### src/inc/fwr_pkg.sv
// Constants shared by the flash status polling controller modules
package fwr_pkg;
  localparam int          ADDR_W     = 19;         // Flash address width
  localparam int          DATA_W     = 8;          // Flash data width
  // Unlock and command words
  localparam logic [18:0] UNLK_A1    = 19'h00555;
  localparam logic [18:0] UNLK_A2    = 19'h002AA;
  localparam logic [7:0]  UNLK_D1    = 8'hAA;
  localparam logic [7:0]  UNLK_D2    = 8'h55;
  localparam logic [7:0]  CODE_PROG  = 8'hA0;
  localparam logic [7:0]  CODE_ERASE = 8'h80;
  localparam logic [7:0]  CODE_CHIP  = 8'h10;
  localparam logic [7:0]  CODE_SECT  = 8'h30;
  localparam logic [7:0]  CODE_SUSP  = 8'hB0;
  localparam logic [7:0]  CODE_RESUM = 8'h30;
  localparam logic [7:0]  CODE_RESET = 8'hF0;
  // Status bit positions on the data bus
  localparam int          POLL_POS   = 7;          // completion_poll_bit
  localparam int          TGL1_POS   = 6;          // first_toggle_bit
  localparam int          TOUT_POS   = 5;          // timeout_failure_bit
  localparam int          WIN_POS    = 3;          // erase_window_bit
  localparam int          TGL2_POS   = 2;          // sector_toggle_bit
  // User status vector positions
  localparam int          ST_FAIL    = 0;
  localparam int          ST_WINDOW  = 1;
  localparam int          ST_ERASING = 2;
  localparam int          ST_SUSP    = 3;
  // Timing
  localparam int          CLK_MHZ    = 20;
  localparam int          STRB_NS    = 100;        // Least strobe low time
  localparam int          STRB_CYC   = (STRB_NS * CLK_MHZ + 999) / 1000;
  localparam int          SYNC_CYC   = 2;          // Input synchroniser depth
  localparam int          WIN_US     = 80;         // Safe sector add spacing
  localparam int          WIN_CYC    = WIN_US * CLK_MHZ;
  localparam logic [3:0]  STRB_LAST  = 4'(STRB_CYC + SYNC_CYC - 1);
  localparam logic [10:0] WIN_LAST   = 11'(WIN_CYC - 1);
  // User operations
  typedef logic [3:0] fwr_op_t;
  localparam fwr_op_t     OP_READ    = 4'h0;
  localparam fwr_op_t     OP_PROG    = 4'h1;
  localparam fwr_op_t     OP_CHIP    = 4'h2;
  localparam fwr_op_t     OP_SECT    = 4'h3;
  localparam fwr_op_t     OP_ADDS    = 4'h4;
  localparam fwr_op_t     OP_SUSP    = 4'h5;
  localparam fwr_op_t     OP_RESUM   = 4'h6;
  localparam fwr_op_t     OP_RESET   = 4'h7;
  localparam fwr_op_t     OP_WAIT    = 4'h8;
endpackage : fwr_pkg

### src/inc/fwr_bus_if.sv
// Cycle request carrier between sequencer and bus cycle engine
interface fwr_bus_if;
  logic        req;    // One-cycle cycle request
  logic        wr;     // High for write cycle
  logic [18:0] addr;   // Cycle address
  logic [7:0]  wdata;  // Write data
  logic        done;   // One-cycle completion pulse
  logic [7:0]  rdata;  // Read data, valid with done
  modport ctl (output req, wr, addr, wdata, input done, rdata);
  modport eng (input req, wr, addr, wdata, output done, rdata);
endinterface : fwr_bus_if

### src/core/fwr_cycle.sv
// Bus cycle engine: one flash read or write strobe per request
module fwr_cycle (
  input  wire logic  clk,
  input  wire logic  rst_n,
  fwr_bus_if.eng     bus,
  output logic [18:0] pin_addr,
  output logic [7:0]  pin_dq_o,
  output logic        pin_dq_oe,
  input  wire logic [7:0] pin_dq_i,
  output logic        pin_ce_n,
  output logic        pin_oe_n,
  output logic        pin_we_n
);
  typedef enum logic [3:0] {
    E_IDLE  = 4'b0001,
    E_SETUP = 4'b0010,
    E_STRB  = 4'b0100,
    E_HOLD  = 4'b1000
  } fwr_eng_e;

  fwr_eng_e   st_r;         // Engine state
  logic [3:0] cnt_r;        // Strobe length counter
  logic [7:0] dq_s1_r;      // Synchroniser first stage
  logic [7:0] dq_s2_r;      // Synchroniser second stage
  logic       wr_r;         // Current cycle is a write

  // Pin data passes two flops before anything looks at it
  always_ff @(posedge clk) begin
    dq_s1_r <= pin_dq_i;
    dq_s2_r <= dq_s1_r;
  end

  // Cycle sequencing; strobe held long enough to cover the synchroniser
  always_ff @(posedge clk) begin
    if (!rst_n) begin
      st_r      <= E_IDLE;
      cnt_r     <= 4'h0;
      wr_r      <= 1'b0;
      pin_addr  <= 19'h00000;
      pin_dq_o  <= 8'h00;
      pin_dq_oe <= 1'b0;
      pin_ce_n  <= 1'b1;
      pin_oe_n  <= 1'b1;
      pin_we_n  <= 1'b1;
      bus.done  <= 1'b0;
      bus.rdata <= 8'h00;
    end else begin
      bus.done <= 1'b0;
      case (st_r)
        E_IDLE: begin
          // Address and data set up one cycle ahead of the strobe
          if (bus.req) begin
            wr_r      <= bus.wr;
            pin_addr  <= bus.addr;
            pin_dq_o  <= bus.wdata;
            pin_dq_oe <= bus.wr;
            st_r      <= E_SETUP;
          end
        end
        E_SETUP: begin
          pin_ce_n <= 1'b0;
          pin_we_n <= !wr_r;
          pin_oe_n <= wr_r;
          cnt_r    <= 4'h0;
          st_r     <= E_STRB;
        end
        E_STRB: begin
          cnt_r <= cnt_r + 4'h1;
          if (cnt_r == fwr_pkg::STRB_LAST) begin
            // Rising strobe edge latches write data, ends a read cycle
            bus.rdata <= dq_s2_r;
            pin_ce_n  <= 1'b1;
            pin_oe_n  <= 1'b1;
            pin_we_n  <= 1'b1;
            st_r      <= E_HOLD;
          end
        end
        E_HOLD: begin
          // Data held one cycle past the strobe, then released
          pin_dq_oe <= 1'b0;
          bus.done  <= 1'b1;
          st_r      <= E_IDLE;
        end
        default: st_r <= E_IDLE;
      endcase
    end
  end
endmodule : fwr_cycle

### src/core/fwr_ctrl.sv
// Flash command sequencer with status polling on the data bus
//
// Overview of operation
// - Host polls at the programmed address.
// - Host polls inside an erase-selected sector.
// - Trust full data only on next read.
// - After timeout, host writes reset command.
// - Host checks window bit around added sectors.
// - Combine both toggle bits for sector state.
// - Reread toggle after seeing timeout bit.
module fwr_ctrl (
  input  wire logic        CLK,
  input  wire logic        RSTN,
  input  wire logic        CMD_VALID,
  input  wire logic [3:0]  CMD_OP,
  input  wire logic [18:0] CMD_ADDR,
  input  wire logic [7:0]  CMD_DATA,
  output logic             CMD_READY,
  output logic             DONE,
  output logic [7:0]       RDATA,
  output logic [3:0]       STATUS,
  output logic [18:0]      F_ADDR,
  output logic [7:0]       F_DQ_O,
  output logic             F_DQ_OE,
  input  wire logic [7:0]  F_DQ_I,
  output logic             F_CE_N,
  output logic             F_OE_N,
  output logic             F_WE_N
);
  typedef enum logic [8:0] {
    S_IDLE = 9'b000000001,
    S_PRE  = 9'b000000010,
    S_WR   = 9'b000000100,
    S_RD1  = 9'b000001000,
    S_RD2  = 9'b000010000,
    S_EVAL = 9'b000100000,
    S_FIN  = 9'b001000000,
    S_RST  = 9'b010000000,
    S_DONE = 9'b100000000
  } fwr_st_e;

  fwr_bus_if bus ();                 // Link to the cycle engine

  fwr_st_e         st_r;             // Sequencer state
  fwr_pkg::fwr_op_t op_r;            // Latched operation
  logic [18:0]     addr_r;           // Target / poll address
  logic [7:0]      data_r;           // Program data
  logic [2:0]      step_r;           // Command word index
  logic            issued_r;         // Cycle request outstanding
  logic [7:0]      first_r;          // First read of a poll pair
  logic [7:0]      second_r;         // Second read of a poll pair
  logic            retry_r;          // Timeout seen once already
  logic [10:0]     win_r;            // Cycles since last sector erase or add
  logic            win_old;          // Spacing past the safe window
  logic            tgl1;             // First toggle bit moved
  logic            tgl2;             // Sector toggle bit moved
  logic [26:0]     word;             // Current command address, data
  logic [2:0]      last_step;        // Index of final command word

  // Command words per operation and step
  function automatic logic [26:0] seq_word(
      input logic [3:0] op, input logic [2:0] step,
      input logic [18:0] a, input logic [7:0] d);
    logic [7:0] code;
    code = (op == fwr_pkg::OP_PROG) ? fwr_pkg::CODE_PROG
                                    : fwr_pkg::CODE_ERASE;
    case (op)
      fwr_pkg::OP_ADDS:  seq_word = {a, fwr_pkg::CODE_SECT};
      fwr_pkg::OP_SUSP:  seq_word = {a, fwr_pkg::CODE_SUSP};
      fwr_pkg::OP_RESUM: seq_word = {a, fwr_pkg::CODE_RESUM};
      fwr_pkg::OP_RESET: seq_word = {a, fwr_pkg::CODE_RESET};
      default: begin
        case (step)
          3'h0, 3'h3: seq_word = (op == fwr_pkg::OP_PROG && step == 3'h3)
                       ? {a, d} : {fwr_pkg::UNLK_A1, fwr_pkg::UNLK_D1};
          3'h1, 3'h4: seq_word = {fwr_pkg::UNLK_A2, fwr_pkg::UNLK_D2};
          3'h2:       seq_word = {fwr_pkg::UNLK_A1, code};
          default:    seq_word = (op == fwr_pkg::OP_CHIP)
                       ? {fwr_pkg::UNLK_A1, fwr_pkg::CODE_CHIP}
                       : {a, fwr_pkg::CODE_SECT};
        endcase
      end
    endcase
  endfunction : seq_word

  // Word selection and poll-pair comparison
  always_comb begin
    word      = seq_word(op_r, step_r, addr_r, data_r);
    last_step = (op_r == fwr_pkg::OP_PROG) ? 3'h3 :
                (op_r == fwr_pkg::OP_CHIP ||
                 op_r == fwr_pkg::OP_SECT) ? 3'h5 : 3'h0;
    // toggles compared across two completed reads
    tgl1      = first_r[fwr_pkg::TGL1_POS] ^ second_r[fwr_pkg::TGL1_POS];
    tgl2      = first_r[fwr_pkg::TGL2_POS] ^ second_r[fwr_pkg::TGL2_POS];
    win_old   = (win_r == fwr_pkg::WIN_LAST);
  end

  // Time since the last sector erase write, saturating
  always_ff @(posedge CLK) begin
    if (!RSTN) begin
      win_r <= fwr_pkg::WIN_LAST;
    end else if (st_r == S_WR && bus.done && step_r == last_step &&
                 (op_r == fwr_pkg::OP_SECT || op_r == fwr_pkg::OP_ADDS)) begin
      win_r <= 11'h000;
    end else if (!win_old) begin
      win_r <= win_r + 11'h001;
    end
  end

  // Main sequencer
  always_ff @(posedge CLK) begin
    if (!RSTN) begin
      st_r      <= S_IDLE;
      op_r      <= fwr_pkg::OP_READ;
      addr_r    <= 19'h00000;
      data_r    <= 8'h00;
      step_r    <= 3'h0;
      issued_r  <= 1'b0;
      first_r   <= 8'h00;
      second_r  <= 8'h00;
      retry_r   <= 1'b0;
      bus.req   <= 1'b0;
      bus.wr    <= 1'b0;
      bus.addr  <= 19'h00000;
      bus.wdata <= 8'h00;
      CMD_READY <= 1'b0;
      DONE      <= 1'b0;
      RDATA     <= 8'h00;
      STATUS    <= 4'h0;
    end else begin
      bus.req <= 1'b0;
      DONE    <= 1'b0;
      case (st_r)
        S_IDLE: begin
          CMD_READY <= 1'b1;
          if (CMD_VALID && CMD_READY) begin
            CMD_READY <= 1'b0;
            op_r      <= CMD_OP;
            addr_r    <= CMD_ADDR;
            data_r    <= CMD_DATA;
            step_r    <= 3'h0;
            retry_r   <= 1'b0;
            issued_r  <= 1'b0;
            STATUS    <= 4'h0;
            // window checked first unless adds are closely spaced
            if (CMD_OP == fwr_pkg::OP_READ)
              st_r <= S_FIN;
            else if (CMD_OP == fwr_pkg::OP_WAIT)
              st_r <= S_RD1;
            else if (CMD_OP == fwr_pkg::OP_ADDS && win_old)
              st_r <= S_PRE;
            else
              st_r <= S_WR;
          end
        end
        S_PRE: begin
          // a closed window would make the add pointless
          if (!issued_r) begin
            bus.req  <= 1'b1;
            bus.wr   <= 1'b0;
            bus.addr <= addr_r;
            issued_r <= 1'b1;
          end else if (bus.done) begin
            issued_r <= 1'b0;
            if (bus.rdata[fwr_pkg::WIN_POS]) begin
              STATUS[fwr_pkg::ST_WINDOW] <= 1'b1;
              st_r <= S_DONE;
            end else begin
              st_r <= S_WR;
            end
          end
        end
        S_WR: begin
          if (!issued_r) begin
            bus.req   <= 1'b1;
            bus.wr    <= 1'b1;
            bus.addr  <= word[26:8];
            bus.wdata <= word[7:0];
            issued_r  <= 1'b1;
          end else if (bus.done) begin
            issued_r <= 1'b0;
            step_r   <= step_r + 3'h1;
            if (step_r == last_step) begin
              // status polling starts right after the last strobe; resume and reset finish there instead
              if (op_r == fwr_pkg::OP_RESUM || op_r == fwr_pkg::OP_RESET)
                st_r <= S_DONE;
              else
                st_r <= S_RD1;
            end
          end
        end
        S_RD1, S_RD2: begin
          // poll at the target address; inside the erase sector
          if (!issued_r) begin
            bus.req  <= 1'b1;
            bus.wr   <= 1'b0;
            bus.addr <= addr_r;
            issued_r <= 1'b1;
          end else if (bus.done) begin
            issued_r <= 1'b0;
            first_r  <= (st_r == S_RD1) ? bus.rdata : first_r;
            second_r <= bus.rdata;
            st_r     <= (st_r == S_RD1) ? S_RD2 : S_EVAL;
          end
        end
        S_EVAL: begin
          // both toggles moving give erasing; sector toggle alone gives suspended sector
          STATUS[fwr_pkg::ST_ERASING] <= tgl1 & tgl2;
          STATUS[fwr_pkg::ST_SUSP]    <= !tgl1 & tgl2;
          STATUS[fwr_pkg::ST_WINDOW]  <= second_r[fwr_pkg::WIN_POS];
          if (op_r == fwr_pkg::OP_SECT || op_r == fwr_pkg::OP_ADDS) begin
            // accepted if toggling; window high after add is a miss
            STATUS[fwr_pkg::ST_FAIL] <= !tgl1 ||
              (op_r == fwr_pkg::OP_ADDS && second_r[fwr_pkg::WIN_POS]);
            st_r <= S_DONE;
          end else if (!tgl1) begin
            // one more read for fully valid data
            st_r <= S_FIN;
          end else if (second_r[fwr_pkg::TOUT_POS]) begin
            // reread once, toggle may stop with the timeout bit
            if (retry_r) begin
              STATUS[fwr_pkg::ST_FAIL] <= 1'b1;
              st_r <= S_RST;
            end else begin
              retry_r <= 1'b1;
              st_r    <= S_RD1;
            end
          end else begin
            st_r <= S_RD1;
          end
        end
        S_FIN: begin
          if (!issued_r) begin
            bus.req  <= 1'b1;
            bus.wr   <= 1'b0;
            bus.addr <= addr_r;
            issued_r <= 1'b1;
          end else if (bus.done) begin
            issued_r <= 1'b0;
            RDATA    <= bus.rdata;
            // a bit that would not take shows as a mismatch
            if (op_r == fwr_pkg::OP_PROG && bus.rdata != data_r)
              STATUS[fwr_pkg::ST_FAIL] <= 1'b1;
            st_r <= S_DONE;
          end
        end
        S_RST: begin
          // reset command after a timeout failure
          if (!issued_r) begin
            bus.req   <= 1'b1;
            bus.wr    <= 1'b1;
            bus.addr  <= addr_r;
            bus.wdata <= fwr_pkg::CODE_RESET;
            issued_r  <= 1'b1;
          end else if (bus.done) begin
            issued_r <= 1'b0;
            st_r     <= S_DONE;
          end
        end
        S_DONE: begin
          DONE <= 1'b1;
          st_r <= S_IDLE;
        end
        default: st_r <= S_IDLE;
      endcase
    end
  end

  // Pin-level cycle engine
  fwr_cycle u_cycle (
    .clk       (CLK),
    .rst_n     (RSTN),
    .bus       (bus),
    .pin_addr  (F_ADDR),
    .pin_dq_o  (F_DQ_O),
    .pin_dq_oe (F_DQ_OE),
    .pin_dq_i  (F_DQ_I),
    .pin_ce_n  (F_CE_N),
    .pin_oe_n  (F_OE_N),
    .pin_we_n  (F_WE_N)
  );
endmodule : fwr_ctrl

### config.mk
export PLATFORM = sky130hd
export DESIGN_NAME = fwr_ctrl
export DESIGN_NICKNAME = d
export VERILOG_FILES = /design/src/inc/fwr_pkg.sv /design/src/inc/fwr_bus_if.sv /design/src/core/fwr_cycle.sv /design/src/core/fwr_ctrl.sv
export SDC_FILE = /design/constraint.sdc
export NUM_CORES = 1
export LEC_CHECK = 0
export BUFFER_PORTS_ARGS = -buffer_cell sky130_fd_sc_hd__buf_2
export CAP_MARGIN = 5
export CORE_ASPECT_RATIO = 1.5
export CORE_UTILIZATION = 45
export CTS_CLUSTER_SIZE = 28
export DETAILED_ROUTE_END_ITERATION = 16
export GPL_TIMING_DRIVEN = 0
export PLACE_DENSITY = 0.68
export SLEW_MARGIN = 20
export SYNTH_ARGS = -nofsm -noshare
export SYNTH_HDL_FRONTEND = slang
export SYNTH_HIERARCHICAL = 1
export SYNTH_SLANG_ARGS = --single-unit
### constraint.sdc
create_clock -name CLK -period 2.3 [get_ports CLK]
set_input_delay 0 -clock CLK [delete_from_list [all_inputs] [get_ports CLK]]
set_output_delay 0 -clock CLK [all_outputs]
set_load 0.01 [all_outputs]
==> impl_metrics.sql <==
INSERT INTO impl_metrics (metric_group, metric, value, unit) VALUES
('min_path', 'worstHoldPathType', 'primary input to flop', ''),
('detailed_routing', 'total_number_of_vias', '6503', ''),
('worst_setup_path', 'cp_data_required_time', '2.61', 'ns'),
('detailed_routing', 'wire_per_inst', '16.5', 'microns'),
('global_route', 'grt_use_met2', '46.1', '%'),
('place', 'buffer_ports.inserted', '86', ''),
('sta', 'skew', '0.00927', 'ns'),
('logic_synthesis', 'synthFlopType', 'sky130_fd_sc_hd__dfxtp_1', ''),
('run_status', 'outcome', 'finished with violations', ''),
('power_and_ir_drop', 'p_switching', '2.51', 'mW'),
('sta', 'fmax', '410', 'MHz'),
('global_route', 'globalRouteOverflowTotal', '0', ''),
('logic_synthesis', 'post_synth_num_cell_types', '70', ''),
('layout', 'post_route_cells_drive_above_1_share', '21.8', '%'),
('sta', 'worst_slack', '-0.140', 'ns'),
('sta', 'final.setup.tns', '-0.201', 'ns'),
('floorplanning', 'start_util', '46.2', '%'),
('floorplanning', 'row_count', '56', ''),
('power_and_ir_drop', 'swShare', '30.9', '%'),
('power_and_ir_drop', 'seqPwrFrac', '41.4', '%'),
('global_route', 'antenna_found_initial', '0', ''),
('global_route', 'grt_util_met1', '25.7', '%'),
('sta', 'setup_viol_count_final', '4', ''),
('clock_tree', 'clock_slew_seen_by_the_registers_of_the_worst_setup_and_hold_paths', '0.07', 'ns'),
('worst_setup_path', 'path_max_fanout', '7', ''),
('sta', 'final-max-slew-violation-count', '0', ''),
('run_status', 'failing_checks', 'setup timing', ''),
('floorplanning', 'die_w', '105', 'microns'),
('power_and_ir_drop', 'leakage', '3.62', 'nW'),
('detailed_routing', 'drt_drc_violations_left', '0', ''),
('logic_synthesis', 'synth.yosys.warnings', '6', ''),
('logic_synthesis', 'post_synth.cell_area_avg', '8.69', 'sq um'),
('floorplanning', 'placeableCoreArea', '15600', 'sq um'),
('min_path', 'hold_path_depth', '4', ''),
('power_and_ir_drop', 'pwr-share-comb', '21.3', '%'),
('detailed_routing', 'final_antenna_net_count', '0', ''),
('clock_tree', 'cts.sink_count', '170', ''),
('detailed_routing', 'drtIter0Drc', '364', ''),
('power_and_ir_drop', 'internal_power', '5.63', 'mW'),
('logic_synthesis', 'sequential_to_total_area_share_from_yosys_stat', '47.2', '%'),
('logic_synthesis', 'gate_count_post_synth', '830', ''),
('sta', 'final_min_period_over_clock_period', '106', '%'),
('worst_setup_path', 'r2r_cells', '7', ''),
('clock_tree', 'ctsRootBufferMaster', 'sky130_fd_sc_hd__clkbuf_16', ''),
('worst_setup_path', 'crit_path_launch_type', 'flop', ''),
('floorplanning', 'die_height', '157', 'microns'),
('logic_synthesis', 'synth_enable_flop_cells', '0', ''),
('worst_setup_path', 'critPathCaptureType', 'flop', ''),
('clock_tree', 'clk_latency', '0.44', 'ns'),
('sta', 'min_period', '2.44', 'ns'),
('worst_setup_path', 'worstPathArrival', '2.75', 'ns'),
('detailed_routing', 'route.detailed.vias_per_inst', '5.41', ''),
('logic_synthesis', 'mappedNetlistNets', '879', ''),
('place', 'hpwlAfterDp', '13900', 'microns'),
('sta', 'tightest_pin_transition', '0.809', 'ns'),
('power_and_ir_drop', 'vdd_ir_drop_max', '0.000633', 'V'),
('sta', 'finalHoldWorstSlack', '0.134', 'ns'),
('global_route', 'global_route.usage.total', '24.7', '%'),
('power_and_ir_drop', 'power.density', '871', 'nW/um^2'),
('place', 'globalplace.congestion', '0.899', ''),
('layout', 'antenna_cells_inserted', '0', ''),
('logic_synthesis', 'synthesis.area', '7220', 'sq um'),
('clock_tree', 'cts-buffers-inserted', '17', ''),
('run', 'max_cap_viol_count', '0', ''),
('sta', 'worst_rel_slew_slack', '45.6', '%'),
('worst_setup_path', 'worst-setup-path-type', 'flop to flop', ''),
('clock_tree', 'cts-htree-levels', '4', ''),
('floorplanning', 'dieArea', '16600', 'sq um'),
('global_route', 'first_pass_grt_wire_length', '31600', 'microns'),
('logic_synthesis', 'ys_ff_latch', '170', ''),
('floorplanning', 'floorplan.io_pins', '87', '');
## path summary, 6_finish.rpt
| check | startpoint | slack (ns) | end |
|---|---|---|---|
| worst min-delay path | CMD_VALID | 0.13 | issued_r |
| worst max-delay path | st_r[3] | -0.14 | STATUS[0] |
| worst max register to register | st_r[3] | -0.14 | STATUS[0] |
| worst min register to register | u_cycle/dq_s1_r[2] | 0.33 | u_cycle/dq_s2_r[2] |
## cell usage in the layout, fill, tap and decap left out, types with 8 or more instances in the layout
| cell type | Yosys | routed |
|---|---|---|
| sky130_fd_sc_hd__inv_1 | 10 | 10 |
| sky130_fd_sc_hd__buf_6 | 4 | 8 |
| sky130_fd_sc_hd__o21ai_1 | 1 | 8 |
| sky130_fd_sc_hd__nand3_1 | 17 | 16 |
| sky130_fd_sc_hd__nor2_1 | 44 | 43 |
| sky130_fd_sc_hd__clkbuf_1 | 38 | 25 |
| sky130_fd_sc_hd__nor3_1 | 20 | 12 |
| sky130_fd_sc_hd__clkbuf_2 | 1 | 8 |
| sky130_fd_sc_hd__nand2_1 | 189 | 189 |
| sky130_fd_sc_hd__o22ai_1 | 15 | 8 |
| sky130_fd_sc_hd__clkbuf_16 | 0 | 17 |
| sky130_fd_sc_hd__buf_4 | 2 | 16 |
| sky130_fd_sc_hd__dlygate4sd3_1 | 0 | 40 |
| sky130_fd_sc_hd__mux2i_1 | 55 | 53 |
| sky130_fd_sc_hd__o21ai_0 | 37 | 26 |
| sky130_fd_sc_hd__buf_2 | 7 | 90 |
| sky130_fd_sc_hd__nand4_1 | 11 | 11 |
| sky130_fd_sc_hd__dfxtp_1 | 170 | 164 |
| sky130_fd_sc_hd__a21oi_1 | 58 | 58 |
| sky130_fd_sc_hd__nand2b_1 | 8 | 8 |
| sky130_fd_sc_hd__xor2_1 | 9 | 9 |
| sky130_fd_sc_hd__xnor2_1 | 15 | 15 |
## power by group through the flow
stage / clock network, mW / registers (mW) / logic (mW)
floorplan: 0 / 3.36 / 1.11
global placement: 0 / 3.40 / 1.49
detailed placement: 0 / 3.40 / 1.51
CTS: 3.11 / 3.35 / 1.67
global route: 3.20 / 3.40 / 1.90
finish: 3.04 / 3.38 / 1.73
## critical path, stage by stage (launching register included)
cell and delay, ns:
sky130_fd_sc_hd__dfxtp_2 0.31, sky130_fd_sc_hd__buf_6 0.13, sky130_fd_sc_hd__or4_4 0.60, sky130_fd_sc_hd__or4b_4 0.55
sky130_fd_sc_hd__nand2b_4 0.18, sky130_fd_sc_hd__o221ai_2 0.22, sky130_fd_sc_hd__mux2i_1 0.27, sky130_fd_sc_hd__nor2_1 0.06
## per-layer routing
metal  vias up  share of wire, %
met5         -                 0
met4         0               4.6
met3        63               3.8
met2       190                52
met1      3041                40
li1       3209                 -
## synth_stat cells, types with 5 or more instances
| library cell | number | area, sq um |
|---|---|---|
| sky130_fd_sc_hd__o31ai_1 | 6 | 45.0 |
| sky130_fd_sc_hd__o22ai_1 | 15 | 93.8 |
| sky130_fd_sc_hd__xnor2_1 | 15 | 131 |
| sky130_fd_sc_hd__inv_1 | 10 | 37.5 |
| sky130_fd_sc_hd__clkbuf_1 | 38 | 143 |
| sky130_fd_sc_hd__nor4b_1 | 6 | 52.6 |
| sky130_fd_sc_hd__o21ai_0 | 37 | 185 |
| sky130_fd_sc_hd__nor2_1 | 44 | 165 |
| sky130_fd_sc_hd__nand2b_1 | 8 | 50.1 |
| sky130_fd_sc_hd__and2_1 | 6 | 37.5 |
| sky130_fd_sc_hd__nand2_1 | 189 | 709 |
| sky130_fd_sc_hd__mux2i_1 | 55 | 551 |
| sky130_fd_sc_hd__or4_1 | 5 | 37.5 |
| sky130_fd_sc_hd__a21o_1 | 5 | 37.5 |
| sky130_fd_sc_hd__nor3_1 | 20 | 100 |
| sky130_fd_sc_hd__a31oi_1 | 8 | 50.1 |
| sky130_fd_sc_hd__a21oi_1 | 58 | 290 |
| sky130_fd_sc_hd__nand4_1 | 11 | 68.8 |
| sky130_fd_sc_hd__nor4_1 | 8 | 50.1 |
| sky130_fd_sc_hd__ha_1 | 7 | 87.6 |
| sky130_fd_sc_hd__dfxtp_1 | 170 | 3400 |
| sky130_fd_sc_hd__buf_2 | 7 | 35.0 |
| sky130_fd_sc_hd__and3_1 | 8 | 50.1 |
| sky130_fd_sc_hd__nand3_1 | 17 | 85.1 |
| sky130_fd_sc_hd__xor2_1 | 9 | 78.8 |
## registers in the layout, indices dropped and copies added (netlist names), 2 cells and up
register / count
win_r: 11
addr_r: 19
u_cycle/cnt_r: 4
data_r: 8
second_r: 4
u_cycle/bus.rdata: 8
u_cycle/pin_dq_o: 8
RDATA: 8
bus.addr: 19
u_cycle/dq_s1_r: 8
u_cycle/st_r: 4
u_cycle/dq_s2_r: 8
op_r: 4
step_r: 3
bus.wdata: 8
first_r: 2
STATUS: 4
st_r: 9
u_cycle/pin_addr: 19
## area by class of cell
type                    instances  area [sq um]
repair buffers                143           995
plain buffers                  47           248
clock inverters                15           214
flip-flops and latches        170          3410
inverters                      10          37.5
well taps                     203           254
multi-input cells             598          3770
clock buffers                  17           425
fillers                      1392          6270
## logic make-up after synthesis
family	share of synthesized area [%]
AO/OA/AOI/OAI	13.3
adder cells (fa/ha/maj)	1.21
multiplexers	7.79
buffers and inverters	3.88
XOR/XNOR	2.91
flip-flops	47.2
AND/OR/NAND/NOR	23.7
## through the flow
step	total power, mW	area [sq um]	instances	util, %	setup slack [ns]
finish	8.15	9360	1203	59.9	-0.140
global route	8.50	9360	1203	59.9	-0.214
CTS	8.13	9180	1202	58.7	-0.0792
detailed placement	4.91	7900	1119	50.6	-0.430
global placement	4.88	7900	1119	50.6	-0.393
floorplan	4.47	7220	830	-	0.0291
## repair_timing
action	CTS	global route
setup endpoints to repair	83	87
pin swaps	15	15
setup buffers	14	3
hold buffers	39	1
endpoints found under the hold margin	39	3
resized for setup	29	65
No activity file was read; power rests on OpenSTA's default activity.
